### config.mk
export PLATFORM = sky130hd
export DESIGN_NAME = timer16_counter_capture
export DESIGN_NICKNAME = d
export VERILOG_FILES = /design/src/timer16_pkg.sv /design/src/timer16_counter_capture.sv
export SDC_FILE = /design/constraint.sdc
export NUM_CORES = 1
export LEC_CHECK = 0
export BUFFER_PORTS_ARGS = -buffer_cell sky130_fd_sc_hd__buf_2
export CORE_ASPECT_RATIO = 0.8
export CORE_MARGIN = 1.5
export CORE_UTILIZATION = 57
export CTS_CLUSTER_DIAMETER = 30
export DETAILED_ROUTE_END_ITERATION = 10
export PLACE_DENSITY_LB_ADDON = 0.25
export SKIP_CTS_REPAIR_TIMING = 1
export SLEW_MARGIN = 5
export SYNTH_ARGS = -nofsm -noshare
export SYNTH_HDL_FRONTEND = slang
export SYNTH_SLANG_ARGS = --single-unit
### constraint.sdc
create_clock -name hclk -period 2.4 [get_ports hclk]
set_input_delay 0.24 -clock hclk [delete_from_list [all_inputs] [get_ports hclk]]
set_output_delay 0.24 -clock hclk [all_outputs]
set_load 0.005 [all_outputs]
### src/timer16_pkg.sv
// What this block does
// RQ1: 16-bit up-counter read as high/low bytes via main and alias views.
// RQ2: counter clock is cpu clock divided by 2, 4 or 8, or external input.
// RQ3: writing main or alias low byte forces the counter to FFFCh.
// RQ4: reset loads FFFCh; FFFCh is the only reload value.
// RQ5: high byte read first latches low byte until low byte is read.
// RQ6: after a full sequence a lone low byte read returns the live byte.
// RQ7: rollover from FFFFh to 0000h sets the rollover flag.
// RQ8: rollover request only while enabled and global mask clear, else pending.
// RQ9: rollover flag clears by flag register read then main low byte access.
// RQ10: alias low byte accesses never clear the rollover flag.
// RQ11: counting continues in wait, stops in halt, resumes from held count.
// RQ12: both clock select bits set picks the external count input.
// RQ13: an edge select bit picks the counting edge of the external input.
// RQ14: counter updates are synchronised to the cpu clock.
// RQ15: external clock needs four cpu clocks between active edges.
// RQ16: active capture pin edge latches counter and sets that capture flag.
// RQ17: each capture channel has its own software edge select bit.
// RQ18: capture request when a flag set, enabled and global mask clear.
// RQ19: capture flag clears by flag register read then its low byte access.
// RQ20: reading capture high byte blocks transfers until its low byte read.
// RQ21: capture register holds the most recent count captured while its transfers are not blocked.
// RQ22: in halt a capture edge only arms; flag and data appear on wake.
package timer16_pkg;

    // ************************************************************
    // register map, byte addresses
    // ************************************************************
    localparam logic [7:0] counter_high_byte_addr       = 8'h00;
    localparam logic [7:0] counter_low_byte_addr        = 8'h04;
    localparam logic [7:0] alias_count_high_byte_addr   = 8'h08;
    localparam logic [7:0] alias_count_low_byte_addr    = 8'h0c;
    localparam logic [7:0] capture1_high_byte_addr      = 8'h10;
    localparam logic [7:0] capture1_low_byte_addr       = 8'h14;
    localparam logic [7:0] capture2_high_byte_addr      = 8'h18;
    localparam logic [7:0] capture2_low_byte_addr       = 8'h1c;
    localparam logic [7:0] timer_flag_register_addr     = 8'h20;
    localparam logic [7:0] timer_control_one_addr       = 8'h24;
    localparam logic [7:0] timer_control_two_addr       = 8'h28;

    // ************************************************************
    // field positions
    // ************************************************************
    localparam int rollover_flag_bit       = 0;
    localparam int capture_flag_lsb        = 1;
    localparam int rollover_irq_enable_bit = 0;
    localparam int capture_irq_enable_bit  = 1;
    localparam int capture_edge_one_bit    = 2;
    localparam int clock_select_lsb        = 0;
    localparam int ext_edge_select_bit     = 2;
    localparam int capture_edge_two_bit    = 3;

    // ************************************************************
    // values after reset and counts
    // ************************************************************
    localparam logic [15:0] counter_reload_value = 16'hfffc;
    localparam logic [7:0]  control_reset_value  = 8'h00;
    localparam logic [1:0]  clock_select_div2    = 2'h0;
    localparam logic [1:0]  clock_select_div4    = 2'h1;
    localparam logic [1:0]  clock_select_div8    = 2'h2;
    localparam logic [1:0]  clock_select_ext     = 2'h3;
    localparam int          ext_min_edge_gap     = 4;

endpackage : timer16_pkg

### src/timer16_counter_capture.sv
module timer16_counter_capture #(
    parameter int channels = 2
) (
    input  wire logic                hclk,
    input  wire logic                hresetn,
    input  wire logic                hsel,
    input  wire logic [31:0]         haddr,
    input  wire logic [1:0]          htrans,
    input  wire logic                hwrite,
    input  wire logic [2:0]          hsize,
    input  wire logic [31:0]         hwdata,
    input  wire logic                hready,
    output logic                     hreadyout,
    output logic                     hresp,
    output logic [31:0]              hrdata,
    input  wire logic                ext_count_input,
    input  wire logic [channels-1:0] capture_pin,
    input  wire logic                cpu_irq_mask,
    input  wire logic                halt_mode,
    output logic                     rollover_irq,
    output logic                     capture_irq
);

    // ************************************************************
    // bus slave
    // ************************************************************
    logic        access;
    logic [7:0]  addr_byte;
    logic        rd;
    logic        wr;
    logic        wr_pending;
    logic [7:0]  wr_addr;

    assign access    = hsel & hready & htrans[1];
    assign addr_byte = haddr[7:0];
    assign rd        = access & ~hwrite;
    assign wr        = access & hwrite;
    // zero wait states: every read side effect happens at the address edge
    assign hreadyout = 1'b1;
    assign hresp     = 1'b0;

    always_ff @(posedge hclk or negedge hresetn) begin
        if (!hresetn) begin
            wr_pending <= 1'b0;
            wr_addr    <= 8'h00;
        end else begin
            wr_pending <= wr;
            wr_addr    <= addr_byte;
        end
    end

    logic rd_chigh;
    logic rd_clow;
    logic rd_ahigh;
    logic rd_alow;
    logic rd_flags;
    logic acc_clow;
    logic acc_alow;

    assign rd_chigh = rd & (addr_byte == timer16_pkg::counter_high_byte_addr);
    assign rd_clow  = rd & (addr_byte == timer16_pkg::counter_low_byte_addr);
    assign rd_ahigh = rd
        & (addr_byte == timer16_pkg::alias_count_high_byte_addr);
    assign rd_alow  = rd
        & (addr_byte == timer16_pkg::alias_count_low_byte_addr);
    assign rd_flags = rd
        & (addr_byte == timer16_pkg::timer_flag_register_addr);
    assign acc_clow = access
        & (addr_byte == timer16_pkg::counter_low_byte_addr);
    assign acc_alow = access
        & (addr_byte == timer16_pkg::alias_count_low_byte_addr);

    // ************************************************************
    // control registers
    // ************************************************************
    logic [7:0] timer_control_one;
    logic [7:0] timer_control_two;

    always_ff @(posedge hclk or negedge hresetn) begin
        if (!hresetn) begin
            timer_control_one <= timer16_pkg::control_reset_value;
            timer_control_two <= timer16_pkg::control_reset_value;
        end else if (wr_pending) begin
            if (wr_addr == timer16_pkg::timer_control_one_addr) begin
                timer_control_one <= hwdata[7:0];
            end
            if (wr_addr == timer16_pkg::timer_control_two_addr) begin
                timer_control_two <= hwdata[7:0];
            end
        end
    end

    logic       rollover_irq_enable;
    logic       capture_irq_enable;
    logic [1:0] clock_select_bits;
    logic       ext_edge_select;
    logic [channels-1:0] capture_edge_select;

    assign rollover_irq_enable =
        timer_control_one[timer16_pkg::rollover_irq_enable_bit];
    assign capture_irq_enable =
        timer_control_one[timer16_pkg::capture_irq_enable_bit];
    assign clock_select_bits =
        timer_control_two[timer16_pkg::clock_select_lsb +: 2];
    assign ext_edge_select =
        timer_control_two[timer16_pkg::ext_edge_select_bit];

    // [RQ17]
    always_comb begin
        capture_edge_select = '0;
        capture_edge_select[0] =
            timer_control_one[timer16_pkg::capture_edge_one_bit];
        if (channels > 1) begin
            capture_edge_select[channels-1] =
                timer_control_two[timer16_pkg::capture_edge_two_bit];
        end
    end

    // ************************************************************
    // input synchronisers
    // ************************************************************
    // a change counts once stages two and three agree
    localparam int pins = channels + 1;
    logic [pins-1:0] pin_raw;
    logic [pins-1:0] rise;
    logic [pins-1:0] fall;

    assign pin_raw = {capture_pin, ext_count_input};

    genvar g;
    generate
        for (g = 0; g < pins; g++) begin : g_sync
            logic s1;
            logic s2;
            logic s3;
            logic level;
            always_ff @(posedge hclk or negedge hresetn) begin
                if (!hresetn) begin
                    s1    <= 1'b0;
                    s2    <= 1'b0;
                    s3    <= 1'b0;
                    level <= 1'b0;
                end else begin
                    s1 <= pin_raw[g];
                    s2 <= s1;
                    s3 <= s2;
                    if (s2 == s3) begin
                        level <= s3;
                    end
                end
            end
            assign rise[g] = (s2 == s3) & s3 & ~level;
            assign fall[g] = (s2 == s3) & ~s3 & level;
        end
    endgenerate

    // ************************************************************
    // prescaler and count enable
    // ************************************************************
    logic [2:0] prescale;
    logic       div_tick;
    logic       ext_tick;
    logic       count_tick;

    // free-running divider; halt freezes it along with the counter
    always_ff @(posedge hclk or negedge hresetn) begin
        if (!hresetn) begin
            prescale <= 3'h0;
        end else if (!halt_mode) begin
            prescale <= prescale + 3'h1;
        end
    end

    always_comb begin
        case (clock_select_bits)
            timer16_pkg::clock_select_div2: div_tick = prescale[0];
            timer16_pkg::clock_select_div4: div_tick = &prescale[1:0];
            timer16_pkg::clock_select_div8: div_tick = &prescale;
            default:                        div_tick = 1'b0;
        endcase
    end

    // edges closer than four clocks are the source's fault and may merge
    assign ext_tick = ext_edge_select ? rise[0] : fall[0]; // [RQ13] [RQ15]
    // counting is a clock enable on hclk, never a derived clock [RQ14]
    assign count_tick = ~halt_mode                                 // [RQ11]
        & ((clock_select_bits == timer16_pkg::clock_select_ext)    // [RQ12]
           ? ext_tick : div_tick);                                  // [RQ2]

    // ************************************************************
    // free running counter
    // ************************************************************
    logic [15:0] count;
    logic        count_reload;

    assign count_reload = wr & (acc_clow | acc_alow);

    always_ff @(posedge hclk or negedge hresetn) begin
        if (!hresetn) begin
            count <= timer16_pkg::counter_reload_value;            // [RQ4]
        end else if (count_reload) begin
            count <= timer16_pkg::counter_reload_value;            // [RQ3]
        end else if (count_tick) begin
            count <= count + 16'h0001;                             // [RQ1]
        end
    end

    // ************************************************************
    // 16-bit read buffering
    // ************************************************************
    logic       low_held;
    logic [7:0] low_buffer;

    // one buffer serves both views, they show the same count
    always_ff @(posedge hclk or negedge hresetn) begin
        if (!hresetn) begin
            low_held   <= 1'b0;
            low_buffer <= 8'h00;
        end else if (rd_clow | rd_alow) begin
            low_held <= 1'b0;                                      // [RQ6]
        end else if ((rd_chigh | rd_ahigh) & ~low_held) begin
            low_held   <= 1'b1;                                    // [RQ5]
            low_buffer <= count[7:0];
        end
    end

    // ************************************************************
    // rollover flag
    // ************************************************************
    logic rollover_flag;
    logic rollover_armed;
    logic rollover_event;

    assign rollover_event = count_tick & ~count_reload
        & (count == 16'hffff);

    always_ff @(posedge hclk or negedge hresetn) begin
        if (!hresetn) begin
            rollover_flag  <= 1'b0;
            rollover_armed <= 1'b0;
        end else begin
            if (rd_flags) begin
                rollover_armed <= rollover_flag;
            end else if (acc_clow) begin
                rollover_armed <= 1'b0;
            end
            // alias low byte is never decoded here [RQ10]
            if (rollover_event) begin
                rollover_flag <= 1'b1;                             // [RQ7]
            end else if (acc_clow & rollover_armed) begin
                rollover_flag <= 1'b0;                             // [RQ9]
            end
        end
    end

    assign rollover_irq = rollover_flag & rollover_irq_enable
        & ~cpu_irq_mask;                                           // [RQ8]

    // ************************************************************
    // capture channels
    // ************************************************************
    logic [15:0]         capture_value [channels];
    logic [channels-1:0] capture_flag;
    logic [channels-1:0] capture_armed;
    logic [channels-1:0] capture_blocked;
    logic [channels-1:0] cap_rd_high;
    logic [channels-1:0] cap_rd_low;
    logic [channels-1:0] cap_acc_low;

    generate
        for (g = 0; g < channels; g++) begin : g_cap
            logic [7:0]  high_addr;
            logic [7:0]  low_addr;
            logic        edge_hit;
            logic        halt_seen;
            logic [15:0] halt_value;
            logic        take;
            logic [15:0] take_value;

            assign high_addr = timer16_pkg::capture1_high_byte_addr
                + 8'(8 * g);
            assign low_addr  = timer16_pkg::capture1_low_byte_addr
                + 8'(8 * g);
            assign cap_rd_high[g] = rd & (addr_byte == high_addr);
            assign cap_rd_low[g]  = rd & (addr_byte == low_addr);
            assign cap_acc_low[g] = access & (addr_byte == low_addr);
            assign edge_hit = capture_edge_select[g]
                ? rise[g+1] : fall[g+1];                           // [RQ17]

            // a wake-up replays the first edge seen during halt
            assign take = (~halt_mode & edge_hit)
                | (~halt_mode & halt_seen);                        // [RQ16]
            assign take_value = halt_seen ? halt_value : count;

            always_ff @(posedge hclk or negedge hresetn) begin
                if (!hresetn) begin
                    halt_seen  <= 1'b0;
                    halt_value <= 16'h0000;
                end else if (halt_mode & edge_hit & ~halt_seen) begin
                    halt_seen  <= 1'b1;                            // [RQ22]
                    halt_value <= count;
                end else if (~halt_mode) begin
                    halt_seen <= 1'b0;
                end
            end

            always_ff @(posedge hclk or negedge hresetn) begin
                if (!hresetn) begin
                    capture_blocked[g] <= 1'b0;
                end else if (cap_rd_low[g]) begin
                    capture_blocked[g] <= 1'b0;
                end else if (cap_rd_high[g]) begin
                    capture_blocked[g] <= 1'b1;                    // [RQ20]
                end
            end

            always_ff @(posedge hclk or negedge hresetn) begin
                if (!hresetn) begin
                    capture_value[g] <= 16'h0000;
                end else if (take & ~capture_blocked[g]) begin
                    capture_value[g] <= take_value;                // [RQ21]
                end
            end

            always_ff @(posedge hclk or negedge hresetn) begin
                if (!hresetn) begin
                    capture_flag[g]  <= 1'b0;
                    capture_armed[g] <= 1'b0;
                end else begin
                    if (rd_flags) begin
                        capture_armed[g] <= capture_flag[g];
                    end else if (cap_acc_low[g]) begin
                        capture_armed[g] <= 1'b0;
                    end
                    if (take) begin
                        capture_flag[g] <= 1'b1;                   // [RQ16]
                    end else if (cap_acc_low[g] & capture_armed[g]) begin
                        capture_flag[g] <= 1'b0;                   // [RQ19]
                    end
                end
            end
        end
    endgenerate

    assign capture_irq = (|capture_flag) & capture_irq_enable
        & ~cpu_irq_mask;                                           // [RQ18]

    // ************************************************************
    // read data
    // ************************************************************
    logic [7:0] next_read_byte;

    always_comb begin
        next_read_byte = 8'h00;
        case (addr_byte)
            timer16_pkg::counter_high_byte_addr,
            timer16_pkg::alias_count_high_byte_addr: begin
                next_read_byte = count[15:8];                      // [RQ1]
            end
            timer16_pkg::counter_low_byte_addr,
            timer16_pkg::alias_count_low_byte_addr: begin
                next_read_byte = low_held ? low_buffer
                                          : count[7:0];            // [RQ5]
            end
            timer16_pkg::timer_flag_register_addr: begin
                next_read_byte[timer16_pkg::rollover_flag_bit] =
                    rollover_flag;
                next_read_byte[timer16_pkg::capture_flag_lsb +: channels] =
                    capture_flag;
            end
            timer16_pkg::timer_control_one_addr: begin
                next_read_byte = timer_control_one;
            end
            timer16_pkg::timer_control_two_addr: begin
                next_read_byte = timer_control_two;
            end
            default: begin
                for (int i = 0; i < channels; i++) begin
                    if (cap_rd_high[i]) begin
                        next_read_byte = capture_value[i][15:8];
                    end
                    if (cap_rd_low[i]) begin
                        next_read_byte = capture_value[i][7:0];
                    end
                end
            end
        endcase
    end

    always_ff @(posedge hclk or negedge hresetn) begin
        if (!hresetn) begin
            hrdata <= 32'h0000_0000;
        end else if (rd) begin
            hrdata <= {24'h000000, next_read_byte};
        end
    end

endmodule : timer16_counter_capture

# == Word-level counts from Yosys, hierarchy flattened ==
# Index checks and enable logic that the tools add are counted.
# op_classes
n_addsub,2
eq_ne,21
muxes,37
n_bitwise,72
n_reduce_logical,20
# ops
cell,n
$mux 16,4
$and 1x1->1,51
$eq 8x6->1 const B,5
$mux 8,5
$eq 8x5->1 const B,4
$mux 1,25
$pmux 5 s5,1
$reduce_bool 2->1,10
$add 16x1->16 const B,1
$eq 16x16->1 const B,1
$eq 8x4->1 const B,2
$not 1->1,16
$pmux 3 s5,1
$eq 8x3->1 const B,1
$logic_not 8->1,1
$reduce_and 2->1,4
$reduce_or 2->1,3
$or 1x1->1,5
$eq 2x2->1 const B,2
$ne 2x1->1 const B,2
$add 3x1->3 const B,1
$eq 1x1->1,3
$pmux 1 s3,1
$reduce_and 3->1,1
2 further kinds,2
# totals
register_bits,147
inputBits,79
output_inout_bits,36
wordCells,187

# == Depth between registers and ports, before layout ==
# depth
depth_word,9
mapped_depth,8
depth_no_buf,6

# == Worst setup path after synthesis ==
# Ideal clock, no wire load.
# synth_timing
kind,flip-flop to flip-flop
from,register prescale[0]
to,register count[4]
setup_ps,92
t_arrival_ps,1927
t_required_ps,2308
slack_ps,381
path_stages_with_launch,7
n_path_buf,0
period_less_slack_ps,2019
path_cell_list,dfrtp_1 > ha_1 > ha_1 > or3b_2 > o211ai_1 > nor4_1 > or3b_2
# synth_between
elab_chain_cells,5
elab_cells_between_ends,6
classes_between,mux: 2; bitwise: 1; reduce/logical: 3
# synth_rtl
element,line,source
"start, declared",timer16_counter_capture.sv:160,logic [2:0] prescale;
"start signal, assigned",timer16_counter_capture.sv:170,prescale <= prescale + 3'h1;
$reduce_and 3->1 / $reduce_and 2->1 (equally long branches),"timer16_counter_capture.sv:178, timer16_counter_capture.sv:177",
$pmux 1 s3 *,timer16_counter_capture.sv:175,case (clock_select_bits)
$mux 1 *,timer16_counter_capture.sv:188,? ext_tick : div_tick);
$and 1x1->1 *,timer16_counter_capture.sv:187,& ((clock_select_bits == timer16_pkg::clock_select_ext)
$reduce_bool 2->1 (no source line) *,n/a,
"end signal, assigned",timer16_counter_capture.sv:200,count <= timer16_pkg::counter_reload_value;
"end signal, assigned",timer16_counter_capture.sv:202,count <= timer16_pkg::counter_reload_value;
"end signal, assigned",timer16_counter_capture.sv:204,count <= count + 16'h0001;
"end, declared",timer16_counter_capture.sv:193,logic [15:0] count;
# Mark *: on every way between the ends. The rest lies on a longest branch, timed or not.
# A chain may end at the register's enable or synchronous reset.

# == Worst setup path in the final report ==
# layout_timing
from,input port haddr[5]
to,register low_buffer[6]
# layout_between
elab_chain_cells,5
elab_cells_between_ends,13
classes_between,eq/ne: 3; bitwise: 8; reduce/logical: 2
# layout_rtl
element,line,source
"start, declared",timer16_counter_capture.sv:7,"input wire logic [31:0] haddr,"
"$eq 8x4->1, or another cell as far along",timer16_counter_capture.sv:63,& (addr_byte == timer16_pkg::alias_count_high_byte_addr);
$and 1x1->1 (on tied branches),n/a,
$or 1x1->1 (on tied branches),"timer16_counter_capture.sv:221, timer16_counter_capture.sv:219",
$and 1x1->1 / $not 1->1 (equally long branches),n/a,
$reduce_and 2->1 (no source line) *,n/a,
"end signal, assigned",timer16_counter_capture.sv:223,low_buffer <= count[7:0];
"end, declared",timer16_counter_capture.sv:212,logic [7:0] low_buffer;
# Marks and branches as above.

==> flow_summary_export.csv <==
group,metric,value,unit
status,outcome,"complete, no violations",
hold_path,hold_class,"in2reg",
clock_tree,cts_made_buffers,17,
critical_path,crit_end,"low_buffer[6]$_DFFE_PN0P_",
grt,grt_use_met3,0.0766,
routing,vias,5184,
cells_and_area,nFillCells,924,
critical_path,required,2.71,ns
floorplanning,die_width,129,µm
floorplanning,dieHeight,103,µm
hold_path,hold_depth,1,
synth,ys_async_sr_fraction,1.00,
floorplanning,dieArea,13300,µm²
clock_tree,cts_max_path_buffers,2,
critical_path,reg2reg_depth,6,
critical_path,worst_r2r_endpoint,"count[10]$_DFFE_PN1P_",
grt,grt_pass1_vias,5149,
synth,ys.flop_type,"dfrtp_1",
critical_path,critPathLaunchType,"primary input",
grt,grt_util_met2,0.429,
timing,timing.final.crit_period,2.29,ns
power_and_ir_drop,worst_ir_drop_vdd,617,µV
placed_design,pre_cts_slack,0.215,ns
placed_design,detailed_place.area,7460,µm²
clock_tree,root_buffer,"clkbuf_16",
routing,antenna_left,0,
synth,yosysWarningCount,0,
timing,relSlewSlack,0.456,
synth,yosysUniqueCellTypes,63,
critical_path,worst-endpoint-arrival,2.59,ns
grt,grtUsageMet1,0.377,
placed_design,dpl.hpwl,11200,µm
cells_and_area,final_cell_mix,"133 x dfrtp_1, 62 x mux2_2, 61 x nor2_1",
cells_and_area,final_common_cell,"dfrtp_1",
routing,drc_errors,0,
cells_and_area,syn_to_final_growth,14.0,%
clock_tree,cts.clk_slew.worst_paths,0.06,ns
cells_and_area,drive_gt1_frac,0.266,
timing,tns,0,ns
routing,avgViaCountPerCell,6.08,
floorplanning,rows,36,
timing,period_share,0.952,
grt,busiest_layer,"met2",
routing,totalWireLength,17100,µm
synth,syn_area_per_cell,11.3,µm²
critical_path,end_kind,"register",
timing,setup_slack,0.115,ns
power_and_ir_drop,power,0.00737,W
routing,drtIter0Drc,494,
critical_path,cp_max_fo,11,
cells_and_area,diodes,0,
grt,grt_use_total,0.277,
clock_tree,clock-sinks,147,
floorplanning,ios,115,
clock_tree,htreeDepth,4,
clock_tree,tritoncts,"yes",
timing,max_freq,438,MHz
grt,antenna_found_initial,1,
cells_and_area,fin_nets,756,
synth,synth_enable_flop_cells,0,
floorplanning,initial_core_util,0.587,
critical_path,crit_start,"haddr[5]",
routing,wl_per_cell,20.1,µm
placed_design,gp_congestion,0.862,
cells_and_area,fin_area,8190,µm²
critical_path,reg2reg_slack,0.21,ns
grt,grt_pass1_wl,27400,µm
critical_path,rr_startpoint,"prescale[0]$_DFFE_PN0N_",
grt,grt_max_degree,55,
synth,syn_area,7190,µm²
synth,yosysSeqAreaShare,0.514,
power_and_ir_drop,p_leak,3.54,nW
placed_design,io_buffers,36,
timing,finalClockSkew,0.0106,ns
grt,grt.overflow.total,0,
job,maxCapViolCount,0,
floorplanning,core,12300,µm²
critical_path,crit_type,"in2reg",
timing,rsz0062_at_grt,"false",
synth,netlist_instances,635,
timing,slew_viol_final,0,
timing,setup_violations,0,
synth,synth_seq_cells,147,
power_and_ir_drop,power.density,899,nW/µm²
timing,hold_viol_final,0,
clock_tree,clkLatencyLatePin,0.43,ns
timing,worst_slew_pin_slew,0.808,ns
routing,dr.pass1.iters,5,
## stage by stage
stage               hold WS (ns)  std cells  utilization
floorplan                -0.0556        659            -
global placement           0.217        811        0.609
detailed placement         0.221        811        0.609
CTS                       -0.228        843        0.661
global route             0.00594        852        0.669
finish                   0.00684        852        0.669
## critical path: stages
cell and delay, ns:
dlygate4sd3_1 0.53, buf_2 0.16, or4_4 0.62, or4_4 0.48, nor2_8 0.19, mux2_2 0.36
## power breakdown
| group | total [W] | internal (W) | leakage, nW | switching (W) |
|---|---|---|---|---|
| Combinational | 0.00117 | 0.000553 | 1.44 | 0.000622 |
| Sequential | 0.00328 | 0.00293 | 1.79 | 0.000349 |
| Clock | 0.00291 | 0.00190 | 0.311 | 0.00101 |
| Total | 0.00737 | 0.00539 | 3.54 | 0.00198 |
## logic make-up after synthesis
logic type	count (synthesis)	synth area share
and+or+nand+nor	166	0.128
buffers and inverters	90	0.0635
DFF	147	0.514
muxes	118	0.186
xor gates and xnor gates	1	0.00122
AOI/OAI and AO/OA	102	0.0912
other	2	0.00104
adders and majority gates	9	0.0157
## per-layer routing
layer / up-vias / wire length, µm
met4: 0 / 368
met2: 239 / 7740
met5: - / 0
met1: 2592 / 7580
li1: 2312 / -
met3: 41 / 1460
## cell usage after synthesis, types with 3 or more instances
library cell	count	area [µm²]
dfrtp_1	133	3330
mux2_2	62	698
nor2_1	61	229
mux2i_1	50	500
a21oi_1	47	235
clkbuf_1	34	128
buf_4	27	203
inv_1	16	60.1
nand2_1	15	56.3
dfstp_2	14	368
nor3_1	13	65.1
o31ai_1	10	75.1
ha_1	9	113
buf_2	8	40.0
nand4_1	8	50.1
nor4_1	8	50.1
o21ai_0	8	40.0
nand3_1	7	35.0
or4_1	7	52.6
mux4_2	6	135
nand3b_1	6	45.0
a2111oi_0	5	43.8
a22o_1	5	43.8
and2_1	4	25.0
buf_1	4	15.0
o211ai_1	4	30.0
a22oi_1	3	22.5
and2_0	3	18.8
nand2b_1	3	18.8
nand4b_1	3	26.3
or2_2	3	18.8
or3_2	3	22.5
or3b_2	3	26.3
or4_4	3	33.8
## registers in the layout, summed over array words and instances (netlist names), 2 cells and up
signal,cells
low_buffer,8
hrdata,8
capture_blocked,2
g_sync.s2,3
wr_addr,8
g_cap.halt_seen,2
g_sync.level,3
capture_armed,2
capture_flag,2
count,16
capture_value,32
prescale,3
g_sync.s3,3
g_sync.s1,3
timer_control_one,8
timer_control_two,8
g_cap.halt_value,32
## area by class of cell
cell class | instances | area (µm²) | share of cell area
inverter | 16 | 60.1 | 0.00733
sequential | 147 | 3700 | 0.451
tap | 171 | 214 | 0.0261
clock buffer | 23 | 468 | 0.0571
timing repair buffer | 64 | 419 | 0.0512
multi-input combinational | 422 | 3160 | 0.386
clock inverter | 9 | 176 | 0.0215
## worst min-delay path by stage
stage | start | to
floorplan | hresetn | capture_armed[0]$_DFFE_PN0P_
global placement | hresetn | capture_armed[0]$_DFFE_PN0P_
detailed placement | hresetn | capture_armed[0]$_DFFE_PN0P_
CTS | hresetn | capture_armed[0]$_DFFE_PN0P_
global route | haddr[4] | wr_addr[4]$_DFF_PN0_
finish | haddr[4] | wr_addr[4]$_DFF_PN0_
Note: power is estimated with default switching activity, not from simulation.
